===== src/mmt_pkg.sv =====
package mmt_pkg;
   localparam logic [7:0]  ADDR_RELOAD_LO = 8'hAA;
   localparam logic [7:0]  ADDR_RELOAD_HI = 8'hAB;
   localparam logic [7:0]  ADDR_COUNT_LO  = 8'hAC;
   localparam logic [7:0]  ADDR_COUNT_HI  = 8'hAD;
   localparam logic [7:0]  ADDR_CONTROL   = 8'hAE;

   localparam logic [15:0] COUNT_RESET    = 16'hFFFF;
   localparam logic [15:0] RELOAD_RESET   = 16'h0000;
   localparam logic [7:0]  CONTROL_RESET  = 8'h00;
   localparam logic [15:0] COUNT_ZERO     = 16'h0000;
   localparam logic [15:0] COUNT_FULL     = 16'hFFFF;
   localparam logic [7:0]  READ_UNMAPPED  = 8'h00;

   localparam int MODE_HI_BIT  = 7;
   localparam int MODE_LO_BIT  = 5;
   localparam int RUN_BIT      = 4;
   localparam int PEND_BIT     = 3;
   localparam int IEN_BIT      = 2;
   localparam int CAPTYPE_BIT  = 1;

   localparam logic [2:0] MODE_EVT_RISE  = 3'b000;
   localparam logic [2:0] MODE_EVT_FALL  = 3'b001;
   localparam logic [2:0] MODE_PWM_TGL   = 3'b101;
   localparam logic [2:0] MODE_PWM_PLAIN = 3'b100;
   localparam logic [2:0] MODE_CAP_RISE  = 3'b010;
   localparam logic [2:0] MODE_CAP_FALL  = 3'b011;
endpackage


===== src/mmt_edge_if.sv =====
`timescale 1ns/1ps
interface mmt_edge_if;
   logic level;
   logic rise;
   logic fall;
   modport src (output level, output rise, output fall);
   modport dst (input level, input rise, input fall);
endinterface


===== src/mmt_pin_sense.sv =====
`timescale 1ns/1ps
module mmt_pin_sense (
   input  wire logic mclk,
   input  wire logic arst_n,
   input  wire logic pin_in,
   mmt_edge_if.src   edges
);
   logic sync1_q;
   logic sync2_q;
   logic prev_q;

   // only sync2_q reads sync1_q; edges compare two settled samples
   // reset to the pulled-up idle level so no false rise follows reset
   always_ff @(posedge mclk or negedge arst_n) begin
      if (!arst_n) begin
         sync1_q <= 1'b1;
         sync2_q <= 1'b1;
         prev_q  <= 1'b1;
      end else begin
         sync1_q <= pin_in;
         sync2_q <= sync1_q;
         prev_q  <= sync2_q;
      end
   end

   assign edges.level = sync2_q;
   assign edges.rise  = sync2_q & ~prev_q;
   assign edges.fall  = ~sync2_q & prev_q;
endmodule


===== src/mmt_timer.sv =====
// Contract
// 16-bit count, 16-bit reload/capture and 8-bit control, 16-bit ones as byte pairs.
// Reset: count 0xFFFF, reload/capture 0x0000, control 0x00.
// Control bit 4 starts (1) or stops (0) the counter outside capture modes.
// Running counter decrements once per timer clock: instruction clock or pin edge.
// Underflow from 0x0000 reloads 0xFFFF or reload value; may interrupt and toggle pin.
// Control bit 2 enables the interrupt; source is underflow and/or capture.
// Control bit 3 is the interrupt pending flag.
// In capture modes bit 4 is the underflow pending flag.
// Bit 1 picks pulse (opposite edges) or cycle (same edges) capture; bit 0 reserved.
// Modes 000/001 count rising/falling pin edges, interrupt on underflow.
// Modes 101/100 count clocks with auto-reload; 101 toggles the pin on underflow.
// Modes 010/011 capture on rising/falling edge, counting clocks, interrupt on edge.
// Modes 11x difference capture; bits 5 and 1 choose the edge pair.
// Timer pin is shared with a port pin, input or output by mode; the code takes its direction from port_drive_en in every mode.
// Pending flag sets on every underflow in pulse-width and event modes.
// Core interrupt needs timer enable and global enable both set.
// Capture copies the current count into the reload/capture register.
// Pin edges from outside come no faster than half the instruction clock.
// Pin is sampled on the instruction clock; edges come from successive samples.
`timescale 1ns/1ps
module mmt_timer (
   input  wire logic       mclk,
   input  wire logic       arst_n,
   input  wire logic [7:0] bus_addr,
   input  wire logic [7:0] bus_wdata,
   input  wire logic       bus_wr,
   input  wire logic       bus_rd,
   output logic      [7:0] bus_rdata,
   input  wire logic       global_irq_enable,
   output logic            timer_interrupt,
   input  wire logic       port_data_out,
   input  wire logic       port_drive_en,
   input  wire logic       shared_port_pin_in,
   output logic            shared_port_pin_out,
   output logic            shared_port_pin_oe
);
   logic [15:0] count_q;
   logic [15:0] count_d;
   logic [15:0] reload_q;
   logic [15:0] reload_d;
   logic [7:0]  ctrl_q;
   logic [7:0]  ctrl_d;
   logic        toggle_q;
   logic        toggle_d;
   logic        armed_q;
   logic        armed_d;
   logic [7:0]  rdata_q;

   mmt_edge_if edges ();

   mmt_pin_sense u_sense (
      .mclk   (mclk),
      .arst_n (arst_n),
      .pin_in (shared_port_pin_in),
      .edges  (edges)
   );

   // register decode
   wire wr_rl_lo = bus_wr && (bus_addr == mmt_pkg::ADDR_RELOAD_LO);
   wire wr_rl_hi = bus_wr && (bus_addr == mmt_pkg::ADDR_RELOAD_HI);
   wire wr_ct_lo = bus_wr && (bus_addr == mmt_pkg::ADDR_COUNT_LO);
   wire wr_ct_hi = bus_wr && (bus_addr == mmt_pkg::ADDR_COUNT_HI);
   wire wr_ctrl  = bus_wr && (bus_addr == mmt_pkg::ADDR_CONTROL);

   // mode decode
   wire [2:0] mode       = ctrl_q[mmt_pkg::MODE_HI_BIT:mmt_pkg::MODE_LO_BIT];
   wire       cap_mode   = mode[1];
   wire       diff_mode  = mode[2] & mode[1];
   wire       evt_mode   = (mode == mmt_pkg::MODE_EVT_RISE) || (mode == mmt_pkg::MODE_EVT_FALL);
   wire       pwm_mode   = (mode == mmt_pkg::MODE_PWM_TGL) || (mode == mmt_pkg::MODE_PWM_PLAIN);
   wire       tgl_mode   = (mode == mmt_pkg::MODE_PWM_TGL);
   wire       run        = ctrl_q[mmt_pkg::RUN_BIT];
   wire       pin_lo_sel = ctrl_q[mmt_pkg::MODE_LO_BIT];
   wire       same_edge  = ctrl_q[mmt_pkg::CAPTYPE_BIT];

   // timer clock: pin edge in event modes, every mclk otherwise
   wire evt_edge = pin_lo_sel ? edges.fall : edges.rise;
   wire tick     = cap_mode ? 1'b1 :
                   (run && (evt_mode ? evt_edge : pwm_mode));
   wire underflow = tick && (count_q == mmt_pkg::COUNT_ZERO);

   // capture edges
   wire sel_edge   = pin_lo_sel ? edges.fall : edges.rise;
   wire end_edge   = (pin_lo_sel ^ ~same_edge) ? edges.fall : edges.rise;
   wire std_cap    = cap_mode && !diff_mode && sel_edge;
   wire diff_start = diff_mode && !armed_q && sel_edge;
   wire diff_cap   = diff_mode && armed_q && end_edge;
   wire capture    = std_cap || diff_cap;
   // cycle capture ends one period and starts the next on the same edge
   wire restart    = diff_start || (diff_cap && same_edge);

   // count register: a software byte write wins over counting
   always_comb begin
      count_d = count_q;
      if (restart) begin
         count_d = mmt_pkg::COUNT_FULL;
      end else if (underflow) begin
         count_d = cap_mode ? mmt_pkg::COUNT_FULL : reload_q;
      end else if (tick) begin
         count_d = count_q - 16'h0001;
      end
      if (wr_ct_lo) begin
         count_d[7:0] = bus_wdata;
      end
      if (wr_ct_hi) begin
         count_d[15:8] = bus_wdata;
      end
   end

   always_comb begin
      reload_d = reload_q;
      if (wr_rl_lo) begin
         reload_d[7:0] = bus_wdata;
      end
      if (wr_rl_hi) begin
         reload_d[15:8] = bus_wdata;
      end
      if (capture) begin
         reload_d = count_q;
      end
   end

   // control: hardware setting a flag wins over a clearing write
   always_comb begin
      ctrl_d = wr_ctrl ? bus_wdata : ctrl_q;
      ctrl_d[0] = 1'b0;
      if (underflow && !cap_mode) begin
         ctrl_d[mmt_pkg::PEND_BIT] = 1'b1;
      end
      if (capture) begin
         ctrl_d[mmt_pkg::PEND_BIT] = 1'b1;
      end
      if (underflow && cap_mode) begin
         ctrl_d[mmt_pkg::RUN_BIT] = 1'b1;
      end
   end

   always_comb begin
      armed_d = armed_q;
      if (!diff_mode) begin
         armed_d = 1'b0;
      end else if (diff_start) begin
         armed_d = 1'b1;
      end else if (diff_cap && !same_edge) begin
         armed_d = 1'b0;
      end
   end

   // toggle follows port data until toggling starts, so the wave starts at the port level
   assign toggle_d = !tgl_mode ? port_data_out :
                     (underflow ? ~toggle_q : toggle_q);

   always_ff @(posedge mclk or negedge arst_n) begin
      if (!arst_n) begin
         count_q  <= mmt_pkg::COUNT_RESET;
         reload_q <= mmt_pkg::RELOAD_RESET;
         ctrl_q   <= mmt_pkg::CONTROL_RESET;
         toggle_q <= 1'b0;
         armed_q  <= 1'b0;
      end else begin
         count_q  <= count_d;
         reload_q <= reload_d;
         ctrl_q   <= ctrl_d;
         toggle_q <= toggle_d;
         armed_q  <= armed_d;
      end
   end

   // read data, one cycle after the read strobe
   wire [7:0] rd_mux =
      (bus_addr == mmt_pkg::ADDR_RELOAD_LO) ? reload_q[7:0]  :
      (bus_addr == mmt_pkg::ADDR_RELOAD_HI) ? reload_q[15:8] :
      (bus_addr == mmt_pkg::ADDR_COUNT_LO)  ? count_q[7:0]   :
      (bus_addr == mmt_pkg::ADDR_COUNT_HI)  ? count_q[15:8]  :
      (bus_addr == mmt_pkg::ADDR_CONTROL)   ? ctrl_q         :
      mmt_pkg::READ_UNMAPPED;

   always_ff @(posedge mclk or negedge arst_n) begin
      if (!arst_n) begin
         rdata_q <= mmt_pkg::READ_UNMAPPED;
      end else if (bus_rd) begin
         rdata_q <= rd_mux;
      end
   end
   assign bus_rdata = rdata_q;

   // interrupt source: pending flag, plus underflow flag in capture modes
   wire irq_src = ctrl_q[mmt_pkg::PEND_BIT] |
                  (cap_mode & ctrl_q[mmt_pkg::RUN_BIT]);
   assign timer_interrupt = irq_src & ctrl_q[mmt_pkg::IEN_BIT] &
                            global_irq_enable;

   // port owns direction; the timer only replaces the level in toggle mode
   assign shared_port_pin_oe  = port_drive_en;
   assign shared_port_pin_out = tgl_mode ? toggle_q : port_data_out;
endmodule


===== config.mk =====
export PLATFORM = sky130hd
export DESIGN_NAME = mmt_timer
export DESIGN_NICKNAME = d
export VERILOG_FILES = /design/src/mmt_pkg.sv /design/src/mmt_edge_if.sv /design/src/mmt_pin_sense.sv /design/src/mmt_timer.sv
export SDC_FILE = /design/constraint.sdc
export NUM_CORES = 1
export LEC_CHECK = 0
export BUFFER_PORTS_ARGS = -buffer_cell sky130_fd_sc_hd__clkbuf_2
export CORE_AREA = 2 2 90 92
export CTS_CLUSTER_SIZE = 28
export DETAILED_ROUTE_END_ITERATION = 8
export DIE_AREA = 0 0 92 94
export GPL_ROUTABILITY_DRIVEN = 0
export SYNTH_ARGS = -nofsm -noshare
export SYNTH_HDL_FRONTEND = slang
export SYNTH_SLANG_ARGS = --single-unit
export TNS_END_PERCENT = 100

===== constraint.sdc =====
create_clock -name mclk -period 5.56 [get_ports mclk]
set_input_delay 0.278 -clock mclk [delete_from_list [all_inputs] [get_ports mclk]]
set_output_delay 0.278 -clock mclk [all_outputs]
set_load 0.05 [all_outputs]

Yosys cells after proc, flatten, opt, wreduce, memory -nomap -nowiden
Cells that the tools add are included.
W data, S select, Z words.

word-level totals
  flip-flop bits (word level) = 52
  latch bits = 0
  bits in writable memories = 0
  bits in read-only memories = 0
  output and inout port bits = 11
  logic and storage cells = 97
  memories = 0

operators by class
  add/subtract/negate cells = 1
  $mul = 0
  div/mod/pow operators = 0
  magnitude comparators = 0
  eq/ne operators = 10
  shifts and indexed selects = 0
  multiplexer cells = 28
  bitwise gates (word level) = 12
  reduce and logical (&&, ||, !) cells = 33

operator list
  kind                     number
  $mux W16                 5
  $mux W8                  9
  $eq A8 B8 Y1 const B     5
  $logic_and A1 B1 Y1      17
  $logic_not A16 Y1        1
  $sub A16 B1 Y16 const B  1
  $mux W1                  13
  $reduce_bool A4 Y1       2
  $and A1 B1 Y1            6
  $eq A3 B3 Y1 const B     2
  $reduce_bool A2 Y1       3
  $mux W5                  1
  $logic_not A1 Y1         4
  $logic_or A1 B1 Y1       4
  $not A1 Y1               4
  $eq A3 B1 Y1 const B     1
  $logic_not A3 Y1         1
  $ne A3 B1 Y1 const B     1
  $reduce_bool A3 Y1       1
  $ne A2 B1 Y1 const B     1
  $or A1 B1 Y1             1
  $xor A1 B1 Y1            1

Depth between registers and ports, before layout
  depth in word-level cells = 10
  depth in mapped cells = 8

Modules after synthesis
From an unflattened synthesis, not the netlist that was laid out.

second synthesis, totals
  cell total of the unflattened synthesis = 360
  area total of the unflattened synthesis = 3166.8 um2

modules (own cells, without submodules)
  module         instances  cells each  area each (um2)  seq. area each (um2)
  mmt_timer      1          355         3072.9           1246.2
  mmt_pin_sense  1          5           93.8             78.8

Worst setup path after synthesis
OpenSTA, ideal clock, no wires.

  path type = reg2reg
  from = reg count_q[0]
  to = reg count_q[3]
  library setup time = 81 ps
  arrival time = 2256 ps
  required time = 5479 ps
  setup slack = 3222 ps
  cell stages (with the launch flop) = 9
  buffers on the path = 1
  clock period less this slack = 2338 ps
  cell sequence = dfstp_2 inv_1 ha_1 or3b_1 buf_6 or4_4 nor3_4 o31ai_2 a211oi_2

between the ends
  longest elaborated chain between the ends = 5
  elaborated cells on any way between the ends = 8
  those cells by class = add/sub: 1; mux: 4; reduce/logical: 3

ends and longest elaborated chain
  what                                                  line                               source
  start, declared                                       mmt_timer.sv:38                    logic [15:0] count_q;
  start signal, assigned                                mmt_timer.sv:156                   count_q <= mmt_pkg::COUNT_RESET;
  start signal, assigned                                mmt_timer.sv:162                   count_q <= count_d;
  $sub A16 B1 Y16 or $logic_not A16 Y1 (tied branches)  mmt_timer.sv:101, mmt_timer.sv:81
  $mux W16 or $logic_and A1 B1 Y1 (tied branches)       mmt_timer.sv:100, mmt_timer.sv:81
  $mux W16                                              mmt_timer.sv:98                    end else if (underflow) begin
  $mux W16                                              mmt_timer.sv:96                    if (restart) begin
  $mux W8                                               mmt_timer.sv:103                   if (wr_ct_lo) begin

Several ways; a longest one is shown, not always the timed one. The select of a mux whose other input is x is not followed.
A chain may end at the register's enable or synchronous reset.

Worst setup path after layout
Ends and elaborated chain as after synthesis.

==> flow_metrics.py <==
metrics = {
    "critical_path": {
        "cp-start-kind": "flop",
        "crit_arrival_ns": 2.98,
        "path_cells": "inv_1 -> ha_1 -> or3b_1 -> or4_4 -> nor3_4 -> o31ai_2 -> a211oi_2",
        "slowest_stage": "or4_4",
        "crit_fanout": 8,
        "rr_startpoint": "count_q[0]",
        "crit_path_max_incr_delay_ns": 0.62,
        "crit_start": "count_q[0]",
        "crit_path_end_kind": "flop",
        "crit_type": "flop to flop",
        "crit_required_ns": 5.79,
    },
    "grt": {
        "grt_usage_pct": 22.7,
        "grt_pass1_vias": 2691,
        "grt_pass1_wl_um": 14900,
        "overflow": 0,
        "grt_max_degree": 53,
        "antenna_found_initial": 0,
    },
    "logic_synthesis": {
        "netlist_instances": 351,
        "synth_top_family_by_area": "simple AND/OR/NAND/NOR gates",
        "ys_seq_area_share_pct": 41.0,
        "ys_async_sr_fraction_pct": 100,
        "yosys_warnings": 0,
        "synth-simple-area-share_pct": 19.7,
        "synth_cell_types": 54,
        "syn_nets": 376,
        "synth-edff-count": 0,
        "syn-cell-area_um2": 3230,
        "synth-xor-area-share_pct": 2.98,
        "ys_seq_elements": 52,
        "muxShareOfSynthArea_pct": 11.0,
        "synth_ff_type": "dfrtp_1",
        "avgSynthCellArea_um2": 9.21,
        "synth_compound_gate_area_share_pct": 19.6,
        "synthAdderAreaFrac_pct": 0.387,
    },
    "power_and_ir_drop": {
        "p_comb_share_pct": 27.3,
        "p_sw_share_pct": 36.8,
        "p_int_uw": 784,
        "p_leak_nw": 1.45,
        "p_clk_share_pct": 18.5,
        "finalPower_mw": 1.24,
        "power.density_nw_per_um2": 352,
        "sequentialPowerShare_pct": 54.2,
        "max-vdd-ir-drop_v": 0.000158,
        "p_sw_uw": 456,
    },
    "clock_tree": {
        "hold_buffers": 0,
        "htreeDepth": 2,
        "cts_root_buffer": "clkbuf_8",
        "cts_tree": "built",
        "cts_buffers": 5,
        "cts_setup_buffers": 0,
        "cts-resized-gates": 0,
        "clock_sinks": 52,
        "clk_pin_slew_ns": 0.10,
        "clock_latency_ns": 0.31,
        "cts_buffer_depth": 2,
    },
    "timing": {
        "final.min_clock_period_ns": 2.75,
        "clock-skew-final_ns": 0.0107,
        "slew_headroom_pct": 27.2,
        "whs_ns": 0.0487,
        "hold_viol": 0,
        "finalSetupTns_ns": 0,
        "grt_setup_unrepaired": "false",
        "max_freq_mhz": 363,
        "tightest_slew_ns": 1.08,
        "slew_violations": 0,
        "setup_slack_ns": 2.81,
        "fin_crit_sh_pct": 49.5,
        "setup_viol_count_final": 0,
    },
    "cells_and_area": {
        "post-route-cell-area_um2": 3520,
        "area_growth_pct": 8.94,
        "stdcell_count": 469,
        "fin_util_pct": 46.3,
        "antenna_cells": 0,
        "drive_gt1_share_pct": 21.8,
        "nNetsFinal": 391,
    },
    "drt": {
        "drtIter0Drc": 285,
        "vias": 2918,
        "drtAntennaViolNets": 0,
        "first_pass_iters": 7,
        "routed_via_density": 6.22,
        "totalWireLength_um": 9600,
        "routedWlPerCell_um": 20.5,
        "drc_errors": 0,
    },
    "die": {
        "fp-row-count": 32,
        "fp.coreArea_um2": 7610,
        "die_area_um2": 8650,
        "pin_count": 35,
        "start_util_pct": 42.5,
        "dieHeight_um": 94,
        "die_w_um": 92,
    },
    "run_status": {
        "outcome": "finished clean",
    },
    "place": {
        "dpl.cell_count": 461,
        "post-place-ws_ns": 2.86,
        "io_buffers": 32,
        "hpwl_um": 6710,
        "place_area_um2": 3430,
    },
    "min_path": {
        "min_from": "shared_port_pin_in",
        "hold_path.class": "primary input to flop",
    },
    "flow_run": {
        "maxCapViolations": 0,
    },
}
## logic make-up after synthesis
logic type	count (synthesis)
muxes	34
DFF	52
and+or+nand+nor	116
buffers and inverters	43
AOI/OAI and AO/OA	94
adders and majority gates	1
xor gates and xnor gates	11
## Yosys cell counts (2+ instances only)
cell type,count,area [um^2]
o31a_1,3,26.3
clkbuf_1,23,86.3
nand2b_1,5,31.3
nor4_1,9,56.3
dfrtp_1,33,826
nand3b_1,3,22.5
a22o_1,7,61.3
or3_1,3,18.8
xor2_1,3,26.3
o311ai_0,2,17.5
a22oi_1,3,22.5
nor2_1,29,109
and3_1,3,18.8
or4_4,2,22.5
a222oi_1,6,60.1
nor3_1,15,75.1
mux2i_1,23,230
nand3_1,11,55.1
o22ai_1,17,106
nand4_1,4,25.0
o211ai_1,3,22.5
or3b_2,2,17.5
xnor2_1,8,70.1
mux2_2,11,124
nor2b_1,6,37.5
a21oi_1,25,125
a211oi_1,4,30.0
o21ai_0,14,70.1
inv_1,16,60.1
nand2_1,16,60.1
dfstp_2,19,499
## layer usage
metal | global-route usage (%) | vias to the layer above | share of wire [%]
met2 | 35.7 | 150 | 46
met4 | 8.58 | 0 | 2.6
met1 | 31.5 | 1411 | 44
met5 | 0 | - | 0
met3 | 3.61 | 20 | 7.6
li1 | - | 1337 | -
## sequential cells by signal, indices dropped and copies added, names as in the netlist
name                 cells
count_q                 16
reload_q                16
bus_rdata                8
ctrl_q                   7
armed_q                  1
toggle_q                 1
u_sense.edges.level      1
u_sense.prev_q           1
u_sense.sync1_q          1
## layout make-up
class                   instances  area, um^2
repair buffers                 35         183
flip-flops and latches         52        1330
multi-input cells             256        1740
well taps                     102         128
clock buffers                   8        90.1
fillers                       747        4090
inverters                      16        60.1
## worst paths after layout
| check | to | slack, ns | cells past startpoint |
|---|---|---|---|
| min reg2reg | u_sense.edges.level | 0.36 | 0 |
| max in group asynchronous | reload_q[3] | 5.03 | 2 |
| min | u_sense.sync1_q | 0.05 | 1 |
| min in group asynchronous | reload_q[1] | 0.08 | 2 |
| max reg2reg | count_q[3] | 2.81 | 7 |
| max | count_q[3] | 2.81 | 7 |
## power groups by stage
stage	combinational, mW	clock (mW)	sequential [mW]
2_1_floorplan	0.315	0	0.579
3_3_place_gp	0.327	0	0.673
3_5_place_dp	0.334	0	0.672
4_1_cts	0.336	0.232	0.666
5_1_grt	0.376	0.246	0.688
6_report	0.339	0.229	0.672
## layout by cell type (no fill, tap or decap), types with 14 or more instances in the layout
cell type	instances
a21oi_1	25
clkbuf_2	32
dfrtp_1	33
dfstp_2	19
inv_1	16
mux2i_1	23
nand2_1	16
nor2_1	29
nor3_1	15
o21ai_0	14
o22ai_1	17
## critical path, delay by kind of cell, from the launching register on
| kind | cells | cell delay (ns) |
|---|---|---|
| adders and majority gates | 1 | 0.20 |
| DFF | 1 | 0.43 |
| and+or+nand+nor | 3 | 1.58 |
| AOI/OAI and AO/OA | 2 | 0.39 |
| buffers and inverters | 1 | 0.07 |
Power figures use the tool's default switching activity.
